===== config.mk =====
export PLATFORM = sky130hd
export DESIGN_NAME = spd_eeprom_i2c
export DESIGN_NICKNAME = d
export VERILOG_FILES = /design/src/hw/spd_pkg.sv /design/src/hw/spd_line_if.sv /design/src/hw/spd_pin_filter.sv /design/src/hw/spd_scl_timeout.sv /design/src/hw/spd_eeprom_i2c.sv
export SDC_FILE = /design/constraint.sdc
export NUM_CORES = 1
export LEC_CHECK = 0
export BUFFER_PORTS_ARGS = -buffer_cell sky130_fd_sc_hd__clkbuf_2
export CAP_MARGIN = 30
export CORE_MARGIN = 1
export CORE_UTILIZATION = 55
export CTS_BUF_LIST = sky130_fd_sc_hd__clkbuf_8 sky130_fd_sc_hd__clkbuf_16
export DETAILED_ROUTE_END_ITERATION = 10
export GPL_TIMING_DRIVEN = 0
export PLACE_DENSITY_LB_ADDON = 0.05
export SKIP_CTS_REPAIR_TIMING = 1
export SLEW_MARGIN = 5
export SYNTH_ARGS = -nofsm -noshare
export SYNTH_HDL_FRONTEND = slang
export SYNTH_SLANG_ARGS = --single-unit

===== constraint.sdc =====
create_clock -name mclk -period 2.6 [get_ports mclk]
set_input_delay 0.52 -clock mclk [delete_from_list [all_inputs] [get_ports mclk]]
set_output_delay 0.52 -clock mclk [all_outputs]
set_load 0.01 [all_outputs]

===== src/hw/spd_pkg.sv =====
package spd_pkg;
    // mclk rate and derived counts
    localparam int CLK_KHZ = 40000;
    localparam int TMO_MS = 30;
    localparam int TMO_CYC = TMO_MS * CLK_KHZ;
    // write cycle length is not given; plain default
    localparam int WR_US = 5000;
    localparam int WR_CYC = WR_US * CLK_KHZ / 1000;
    localparam int CNT_W = 21;
    typedef logic [CNT_W-1:0] spd_cnt_t;
    // function type nibbles
    localparam logic [3:0] TYPE_MEM = 4'hA;
    localparam logic [3:0] TYPE_PROT = 4'h6;
    localparam logic [3:0] TYPE_TS = 4'h3;
    // protection and page command codes
    localparam logic [2:0] CMD_BLK0 = 3'h1;
    localparam logic [2:0] CMD_BLK1 = 3'h4;
    localparam logic [2:0] CMD_BLK2 = 3'h5;
    localparam logic [2:0] CMD_BLK3 = 3'h0;
    localparam logic [2:0] CMD_CLEAR = 3'h3;
    localparam logic [2:0] CMD_PAGE0 = 3'h6;
    localparam logic [2:0] CMD_PAGE1 = 3'h7;
    // reset values and sizes
    localparam logic PAGE_RST = 1'h0;
    localparam logic [3:0] PROT_RST = 4'h0;
    localparam logic [3:0] BIT_LAST = 4'h8;
    localparam int PAGE_BYTES = 16;
    typedef enum logic [2:0] {
        ST_IDLE = 3'h0,
        ST_DEVSEL = 3'h1,
        ST_ACK_DEV = 3'h3,
        ST_ADDR = 3'h2,
        ST_ACK_ADDR = 3'h6,
        ST_DATA = 3'h7,
        ST_ACK_DATA = 3'h5,
        ST_IGNORE = 3'h4
    } spd_state_t;
    typedef enum logic [1:0] {
        OP_MEM = 2'h0,
        OP_PROT = 2'h1,
        OP_TS = 2'h2
    } spd_op_t;
endpackage


===== src/hw/spd_line_if.sv =====
`timescale 1ns/10ps
// one filtered bus line: settled level and its edges
interface spd_line_if;
    logic level;
    logic rise;
    logic fall;
    modport filt(output level, output rise, output fall);
    modport sink(input level, input rise, input fall);
endinterface


===== src/hw/spd_pin_filter.sv =====
`timescale 1ns/10ps
module spd_pin_filter (
    input wire logic mclk,
    input wire logic sys_rst,
    input wire logic pin,
    spd_line_if.filt line
);
    logic [2:0] sync;
    logic level;
    logic rise;
    logic fall;
    wire agree = (sync[1] == sync[2]);

    // stage 0 feeds only stage 1; a change counts once 1 and 2 agree
    always_ff @(posedge mclk) begin
        if (sys_rst) begin
            sync <= 3'h7;
            level <= 1'h1;
            rise <= 1'h0;
            fall <= 1'h0;
        end else begin
            sync <= {sync[1:0], pin};
            rise <= agree && sync[2] && !level;
            fall <= agree && !sync[2] && level;
            if (agree) begin
                level <= sync[2];
            end
        end
    end

    assign line.level = level;
    assign line.rise = rise;
    assign line.fall = fall;
endmodule // spd_pin_filter


===== src/hw/spd_scl_timeout.sv =====
`timescale 1ns/10ps
module spd_scl_timeout #(
    parameter int TMO_CYC = spd_pkg::TMO_CYC
) (
    input wire logic mclk,
    input wire logic sys_rst,
    spd_line_if.sink scl,
    output logic tmo
);
    localparam spd_pkg::spd_cnt_t LAST = spd_pkg::spd_cnt_t'(TMO_CYC - 1);
    spd_pkg::spd_cnt_t cnt;

    // counts mclk while scl sits low; any high phase restarts it
    always_ff @(posedge mclk) begin
        if (sys_rst || scl.level) begin
            cnt <= '0;
            tmo <= 1'h0;
        end else begin
            tmo <= (cnt == LAST - 1'b1);
            if (cnt != LAST) begin
                cnt <= cnt + 1'b1;
            end
        end
    end
endmodule // spd_scl_timeout


===== src/hw/spd_eeprom_i2c.sv =====
`timescale 1ns/10ps
module spd_eeprom_i2c #(
    parameter int TMO_CYC = spd_pkg::TMO_CYC,
    parameter int WR_CYC = spd_pkg::WR_CYC
) (
    input wire logic mclk,
    input wire logic sys_rst,
    input wire logic scl_pin,
    input wire logic sda_pin_in,
    output logic sda_pin_out,
    output logic sda_pin_oe,
    input wire logic strap_select_pin_0,
    input wire logic strap_select_pin_1,
    input wire logic strap_select_pin_2,
    input wire logic strap_select_pin_0_hv,
    output logic cur_page,
    output logic [3:0] block_protect,
    output logic write_busy,
    output logic mem_wr_en,
    output logic [8:0] mem_wr_addr,
    output logic [7:0] mem_wr_data,
    output logic ts_sel,
    output logic ts_byte_valid,
    output logic ts_byte_first,
    output logic [7:0] ts_byte
);
    localparam spd_pkg::spd_cnt_t WR_LAST = spd_pkg::spd_cnt_t'(WR_CYC - 1);
    localparam spd_pkg::spd_cnt_t BURST =
        spd_pkg::spd_cnt_t'(spd_pkg::PAGE_BYTES);

    // block code to {hit, index}; used for select decode and at stop
    function automatic logic [2:0] blk_of(input logic [2:0] c);
        logic [2:0] r;
        r = 3'h0;
        if (c == spd_pkg::CMD_BLK0) r = 3'h4;
        if (c == spd_pkg::CMD_BLK1) r = 3'h5;
        if (c == spd_pkg::CMD_BLK2) r = 3'h6;
        if (c == spd_pkg::CMD_BLK3) r = 3'h7;
        return r;
    endfunction

    spd_line_if scl_l();
    spd_line_if sda_l();
    logic tmo;

    spd_pin_filter u_scl_filt (
        .mclk(mclk),
        .sys_rst(sys_rst),
        .pin(scl_pin),
        .line(scl_l)
    );

    spd_pin_filter u_sda_filt (
        .mclk(mclk),
        .sys_rst(sys_rst),
        .pin(sda_pin_in),
        .line(sda_l)
    );

    spd_scl_timeout #(
        .TMO_CYC(TMO_CYC)
    ) u_tmo (
        .mclk(mclk),
        .sys_rst(sys_rst),
        .scl(scl_l),
        .tmo(tmo)
    );

    spd_pkg::spd_state_t st;
    spd_pkg::spd_op_t op;
    logic [3:0] bit_cnt;
    logic [7:0] shreg;
    logic sda_drive;
    logic rw_rd;
    logic [2:0] cmd;
    logic [7:0] addr;
    logic pend_mem;
    logic pend_prot;
    logic [15:0] vmask;
    logic [7:0] pbuf [16];
    logic busy;
    spd_pkg::spd_cnt_t wcnt;
    logic [4:0] wbase;

    // bus conditions on the filtered lines
    wire start_c = sda_l.fall && scl_l.level;
    wire stop_c = sda_l.rise && scl_l.level;
    wire in_rx = (st == spd_pkg::ST_DEVSEL) || (st == spd_pkg::ST_ADDR) ||
                 (st == spd_pkg::ST_DATA);
    wire in_ack = (st == spd_pkg::ST_ACK_DEV) ||
                  (st == spd_pkg::ST_ACK_ADDR) ||
                  (st == spd_pkg::ST_ACK_DATA);
    wire byte_end = in_rx && scl_l.fall && (bit_cnt == spd_pkg::BIT_LAST);
    wire sel_end = byte_end && (st == spd_pkg::ST_DEVSEL);

    // select byte decode
    wire [3:0] typ = shreg[7:4];
    wire [2:0] code = shreg[3:1];
    wire rwb = shreg[0];
    wire [2:0] strap = {strap_select_pin_2, strap_select_pin_1,
                        strap_select_pin_0};
    wire is_mem = (typ == spd_pkg::TYPE_MEM) && (code == strap);
    wire is_ts = (typ == spd_pkg::TYPE_TS) && (code == strap);
    wire is_prot = (typ == spd_pkg::TYPE_PROT);
    wire [2:0] blk = blk_of(code);
    wire blk_prot = block_protect[blk[1:0]];
    wire is_pg = (code == spd_pkg::CMD_PAGE0) ||
                 (code == spd_pkg::CMD_PAGE1);

    // block and clear writes need the high-voltage strap, page writes do not; reads report by ack
    wire prot_wr_ack = blk[2] ? (strap_select_pin_0_hv && !blk_prot) :
                       (code == spd_pkg::CMD_CLEAR) ?
                       strap_select_pin_0_hv : is_pg;
    wire prot_rd_ack = blk[2] ? !blk_prot :
                       (code == spd_pkg::CMD_PAGE0) && !cur_page;
    wire prot_ack = rwb ? prot_rd_ack : prot_wr_ack;

    // during a write cycle only the sensor still answers
    wire dev_ack = busy ? is_ts :
                   (is_mem || is_ts || (is_prot && prot_ack));
    wire data_blocked = block_protect[{cur_page, addr[7]}];
    wire byte_ack = (st == spd_pkg::ST_DEVSEL) ? dev_ack :
                    ((st == spd_pkg::ST_DATA) && (op == spd_pkg::OP_MEM)) ?
                    !data_blocked : 1'h1;
    wire data_take = byte_end && (st == spd_pkg::ST_DATA) && byte_ack;
    wire launch = stop_c && pend_mem;
    wire [3:0] wr_idx = wcnt[3:0];
    wire in_burst = busy && (wcnt < BURST);
    wire [2:0] cmd_blk = blk_of(cmd);

    spd_pkg::spd_state_t ack_st;
    spd_pkg::spd_state_t after_ack;
    spd_pkg::spd_op_t next_op;
    assign ack_st = (st == spd_pkg::ST_DEVSEL) ? spd_pkg::ST_ACK_DEV :
                    (st == spd_pkg::ST_ADDR) ? spd_pkg::ST_ACK_ADDR :
                    spd_pkg::ST_ACK_DATA;
    // reads beyond the select byte are served elsewhere: release the bus
    assign after_ack = (st == spd_pkg::ST_ACK_DEV) ?
                       (rw_rd ? spd_pkg::ST_IGNORE : spd_pkg::ST_ADDR) :
                       spd_pkg::ST_DATA;
    assign next_op = is_mem ? spd_pkg::OP_MEM :
                     is_ts ? spd_pkg::OP_TS : spd_pkg::OP_PROT;

    // serial engine: timeout beats start beats stop beats clock edges
    always_ff @(posedge mclk) begin
        if (sys_rst || tmo) begin
            st <= spd_pkg::ST_IDLE;
            op <= spd_pkg::OP_MEM;
            bit_cnt <= 4'h0;
            shreg <= 8'h00;
            sda_drive <= 1'h0;
            rw_rd <= 1'h0;
            cmd <= 3'h0;
            pend_mem <= 1'h0;
            pend_prot <= 1'h0;
        end else if (start_c) begin
            st <= spd_pkg::ST_DEVSEL;
            bit_cnt <= 4'h0;
            sda_drive <= 1'h0;
            pend_mem <= 1'h0;
            pend_prot <= 1'h0;
        end else if (stop_c) begin
            st <= spd_pkg::ST_IDLE;
            sda_drive <= 1'h0;
            pend_mem <= 1'h0;
            pend_prot <= 1'h0;
        end else if (in_rx && scl_l.rise) begin
            shreg <= {shreg[6:0], sda_l.level};
            bit_cnt <= bit_cnt + 4'h1;
        end else if (byte_end) begin
            sda_drive <= byte_ack;
            st <= byte_ack ? ack_st : spd_pkg::ST_IGNORE;
            if (st == spd_pkg::ST_DEVSEL) begin
                op <= next_op;
                rw_rd <= rwb;
                cmd <= code;
            end
            if (st == spd_pkg::ST_DATA) begin
                pend_mem <= (op == spd_pkg::OP_MEM) && byte_ack;
                pend_prot <= (op == spd_pkg::OP_PROT);
            end
        end else if (in_ack && scl_l.fall) begin
            sda_drive <= 1'h0;
            bit_cnt <= 4'h0;
            st <= after_ack;
        end
    end

    // address pointer and received-byte mask of the page buffer
    always_ff @(posedge mclk) begin
        if (sys_rst) begin
            addr <= 8'h00;
            vmask <= 16'h0000;
        end else if (sel_end && dev_ack && is_mem && !rwb) begin
            vmask <= 16'h0000;
        end else if (byte_end && (st == spd_pkg::ST_ADDR) &&
                     (op == spd_pkg::OP_MEM)) begin
            addr <= shreg;
        end else if (data_take && (op == spd_pkg::OP_MEM)) begin
            vmask[addr[3:0]] <= 1'h1;
            addr[3:0] <= addr[3:0] + 4'h1;
        end
    end

    // page buffer; later bytes at the same slot overwrite earlier ones
    always_ff @(posedge mclk) begin
        if (data_take && (op == spd_pkg::OP_MEM)) begin
            pbuf[addr[3:0]] <= shreg;
        end
    end

    // sensor path: select pulse, then pointer and data bytes
    always_ff @(posedge mclk) begin
        if (sys_rst) begin
            ts_sel <= 1'h0;
            ts_byte_valid <= 1'h0;
            ts_byte_first <= 1'h0;
            ts_byte <= 8'h00;
        end else begin
            ts_sel <= sel_end && is_ts;
            ts_byte_valid <= byte_end && (op == spd_pkg::OP_TS) &&
                             (st != spd_pkg::ST_DEVSEL);
            if (byte_end && (st != spd_pkg::ST_DEVSEL)) begin
                ts_byte_first <= (st == spd_pkg::ST_ADDR);
                ts_byte <= shreg;
            end
        end
    end

    // write cycle: stop launches it, first sixteen cycles emit bytes
    always_ff @(posedge mclk) begin
        if (sys_rst) begin
            busy <= 1'h0;
            wcnt <= '0;
            wbase <= 5'h00;
            mem_wr_en <= 1'h0;
            mem_wr_addr <= 9'h000;
            mem_wr_data <= 8'h00;
        end else begin
            mem_wr_en <= in_burst && vmask[wr_idx];
            mem_wr_addr <= {wbase, wr_idx};
            mem_wr_data <= pbuf[wr_idx];
            if (launch) begin
                busy <= 1'h1;
                wcnt <= '0;
                wbase <= {cur_page, addr[7:4]};
            end else if (busy) begin
                busy <= (wcnt != WR_LAST);
                wcnt <= wcnt + 1'b1;
            end
        end
    end

    // protect and page state change only on the stop that ends the command
    always_ff @(posedge mclk) begin
        if (sys_rst) begin
            cur_page <= spd_pkg::PAGE_RST;
            block_protect <= spd_pkg::PROT_RST;
        end else if (stop_c && pend_prot) begin
            if (cmd_blk[2]) begin
                block_protect[cmd_blk[1:0]] <= 1'h1;
            end else if (cmd == spd_pkg::CMD_CLEAR) begin
                block_protect <= 4'h0;
            end else if (cmd == spd_pkg::CMD_PAGE0) begin
                cur_page <= 1'h0;
            end else if (cmd == spd_pkg::CMD_PAGE1) begin
                cur_page <= 1'h1;
            end
        end
    end

    // open drain: only ever pulls low
    assign sda_pin_out = 1'h0;
    assign sda_pin_oe = sda_drive;
    assign write_busy = busy;
endmodule // spd_eeprom_i2c


==> results.cfg <==
[timing]
timing.final.ws_setup_ns = 0.0640
final-hold-violation-count = 0
tightest_slew_ns = 0.988
finalCriticalPeriod_ns = 2.54
setup_violations = 0
relSlewSlack_pct = 34.1
period_share_pct = 97.5
finalSetupTns_ns = 0
fmax_mhz = 394
report.final.slew_viol_count = 0
skew_ns = 0.0146

[global_route]
overflow = 0
antenna_found_initial = 0
grt_max_degree = 24
grt_pass1_vias = 6924
track_usage_pct = 24.9
grt_pass1_wl_mm = 38.4

[yosys]
synth.distinct_cells = 69
syn_nets = 904
ys_warn_count = 0
synth_compound_area_share_pct = 5.64
synth_xor_area_share_pct = 3.23
yosysMostFrequentCell = dfxtp_1
ys_ff_latch = 271
yosysTopAreaCell = edfxtp_1
synthMuxAreaShare_pct = 12.7
synth_top_area_share_pct = 34.6
synth-simple-area-share_pct = 14.0
seq_area_frac_synth_pct = 60.3
synth_adder_area_share_pct = 1.46
syn_area_per_cell_um2 = 12.6
synthArstFlopShare_pct = 0
postSynthCellCount = 883
synth_top_family_by_area = simple AND/OR/NAND/NOR gates
synthesis.area_um2 = 11100
synth_area_leaders = edfxtp_1 (35%), dfxtp_1 (26%), mux4_2 (9.3%), nor2_1 (4.3%), mux2i_1 (3.3%)
synth-edff-count = 128
synth_common_cells = dfxtp_1 (143), edfxtp_1 (128), nor2_1 (127), mux4_2 (46), nand2_1 (38)
synth_ff_type = dfxtp_1

[floorplan]
die_h_um = 144
die_w_um = 144
io_pins = 45
std_cell_rows = 51
dieArea_um2 = 20800
start_util_pct = 56.5
design.core.area_um2 = 19700

[power]
powerDensity_nw_per_um2 = 668
power_leakage_nw = 4.60
ir_drop_v = 0.000466
p_clk_share_pct = 47.4
p_int_w = 0.00692
p_switching_w = 0.00174
power.share.switching_pct = 20.1
comb_power_share_pct = 1.2
seqPwrFrac_pct = 51.4

[outcome]
status = finished clean

[clocking]
cts_tree = yes
cts_buffers = 28
root_buffer = clkbuf_16
clock_path_buffers = 3
clkSinkCount = 271
worstSkewPairLatency_ns = 0.56
clk_pin_slew_ns = 0.06
htree_levels = 1

[finish]
syn2layout_area_growth_pct = 16.7
layout-drive-gt1-share_pct = 21.5
nNetsFinal = 989
diodes = 0
final_core_util_pct = 66.0
instances_no_fill = 1254

[worst_setup_path]
critical_path_class = reg -> reg
cp-start-kind = flop
cp.required_ns = 3.03
arrival_ns = 2.97
critPathMaxFanout = 10
cp-end-kind = flop

[place]
dpl.hpwl_mm = 17.1
port_buffers = 43
dp_cells = 1191
place_ws_ns = -0.420
place_congestion = 0.849

[drt]
drc = 0
drtIter0Drc = 454
vias = 7295
drt_wl_total_mm = 25.7
dr.pass1.iters = 5
vias_per_cell = 5.82
routedWlPerCell_um = 20.5
ant_nets = 0

[run]
drv_cap = 0

[worst_hold_path]
hold_class = in -> reg
==> worst paths after layout <==
check	from	endpoint	slack, ns	depth (start not counted)
setup / recovery	wcnt[1]	mem_wr_data[1]	0.06	5
hold / removal	scl_pin	u_scl_filt.sync[0]	0.16	2
hold reg to reg	u_sda_filt.sync[0]	u_sda_filt.sync[1]	0.43	1
setup reg to reg	wcnt[1]	mem_wr_data[1]	0.06	5
==> critical path, cell delays in order, from the launching register on <==
cell	delay (ns)
dfxtp_1	0.37
clkbuf_1	0.48
clkbuf_2	0.45
mux4_2	0.41
mux4_2	0.52
and2_1	0.18
==> cell type report <==
cell class	count	area, um^2
fillers	1490	6680
clock inverters	20	219
well taps	265	332
plain buffers	49	221
repair buffers	55	392
inverters	23	86.3
multi-input cells	540	4270
clock buffers	31	742
flip-flops and latches	271	6710
==> through the flow <==
step / hold WS (ns) / total power [W] / area [um^2]
after global placement: 0.403 / 0.00465 / 11700
after floorplan: 0.389 / 0.00461 / 11100
after CTS: 0.150 / 0.00870 / 12600
after global routing: 0.152 / 0.00887 / 13000
final: 0.160 / 0.00866 / 13000
after detailed placement: 0.397 / 0.00465 / 11700
==> flip-flops by register name, indices dropped and copies added, names as in the netlist, 8 cells and up <==
signal	flops
addr	8
mem_wr_addr	9
mem_wr_data	8
pbuf	128
shreg	8
ts_byte	8
u_tmo.cnt	21
vmask	16
wcnt	21
==> layout by cell type, fill, tap and decap left out, types with 28 or more instances in the layout <==
cell type / instances
inv_1: 30
mux2i_1: 37
nor2_1: 115
clkbuf_16: 28
mux4_2: 46
edfxtp_1: 128
clkbuf_1: 29
nand2_1: 34
dfxtp_1: 138
clkbuf_2: 48
==> power groups by stage <==
stage | Sequential (W) | Combinational, W | Clock (W)
5_1_grt | 0.00445 | 0.000117 | 0.00430
2_1_floorplan | 0.00454 | 0.0000626 | 0
3_3_place_gp | 0.00454 | 0.000103 | 0
6_report | 0.00445 | 0.000106 | 0.00410
4_1_cts | 0.00445 | 0.000106 | 0.00414
3_5_place_dp | 0.00454 | 0.000106 | 0
==> layer usage <==
| metal | up-vias | part of all wire [%] | track usage, % |
|---|---|---|---|
| met3 | 51 | 4.1 | 2.91 |
| met4 | 0 | 2.8 | 7.92 |
| met5 | - | 0 | 0 |
| li1 | 3384 | - | - |
| met1 | 3630 | 42 | 32.8 |
| met2 | 230 | 51 | 43.1 |
==> kinds of logic (layout without fill, tap and decap cells) <==
| kind of cell | Yosys count | after routing |
|---|---|---|
| multiplexers | 83 | 83 |
| adder cells (fa/ha/maj) | 13 | 13 |
| AND/OR/NAND/NOR | 309 | 309 |
| buffers and inverters | 72 | 178 |
| AO/OA/AOI/OAI | 93 | 93 |
| XOR/XNOR | 41 | 41 |
| other | 1 | 1 |
| flip-flops | 271 | 271 |
(Power assumes the default switching activity.)
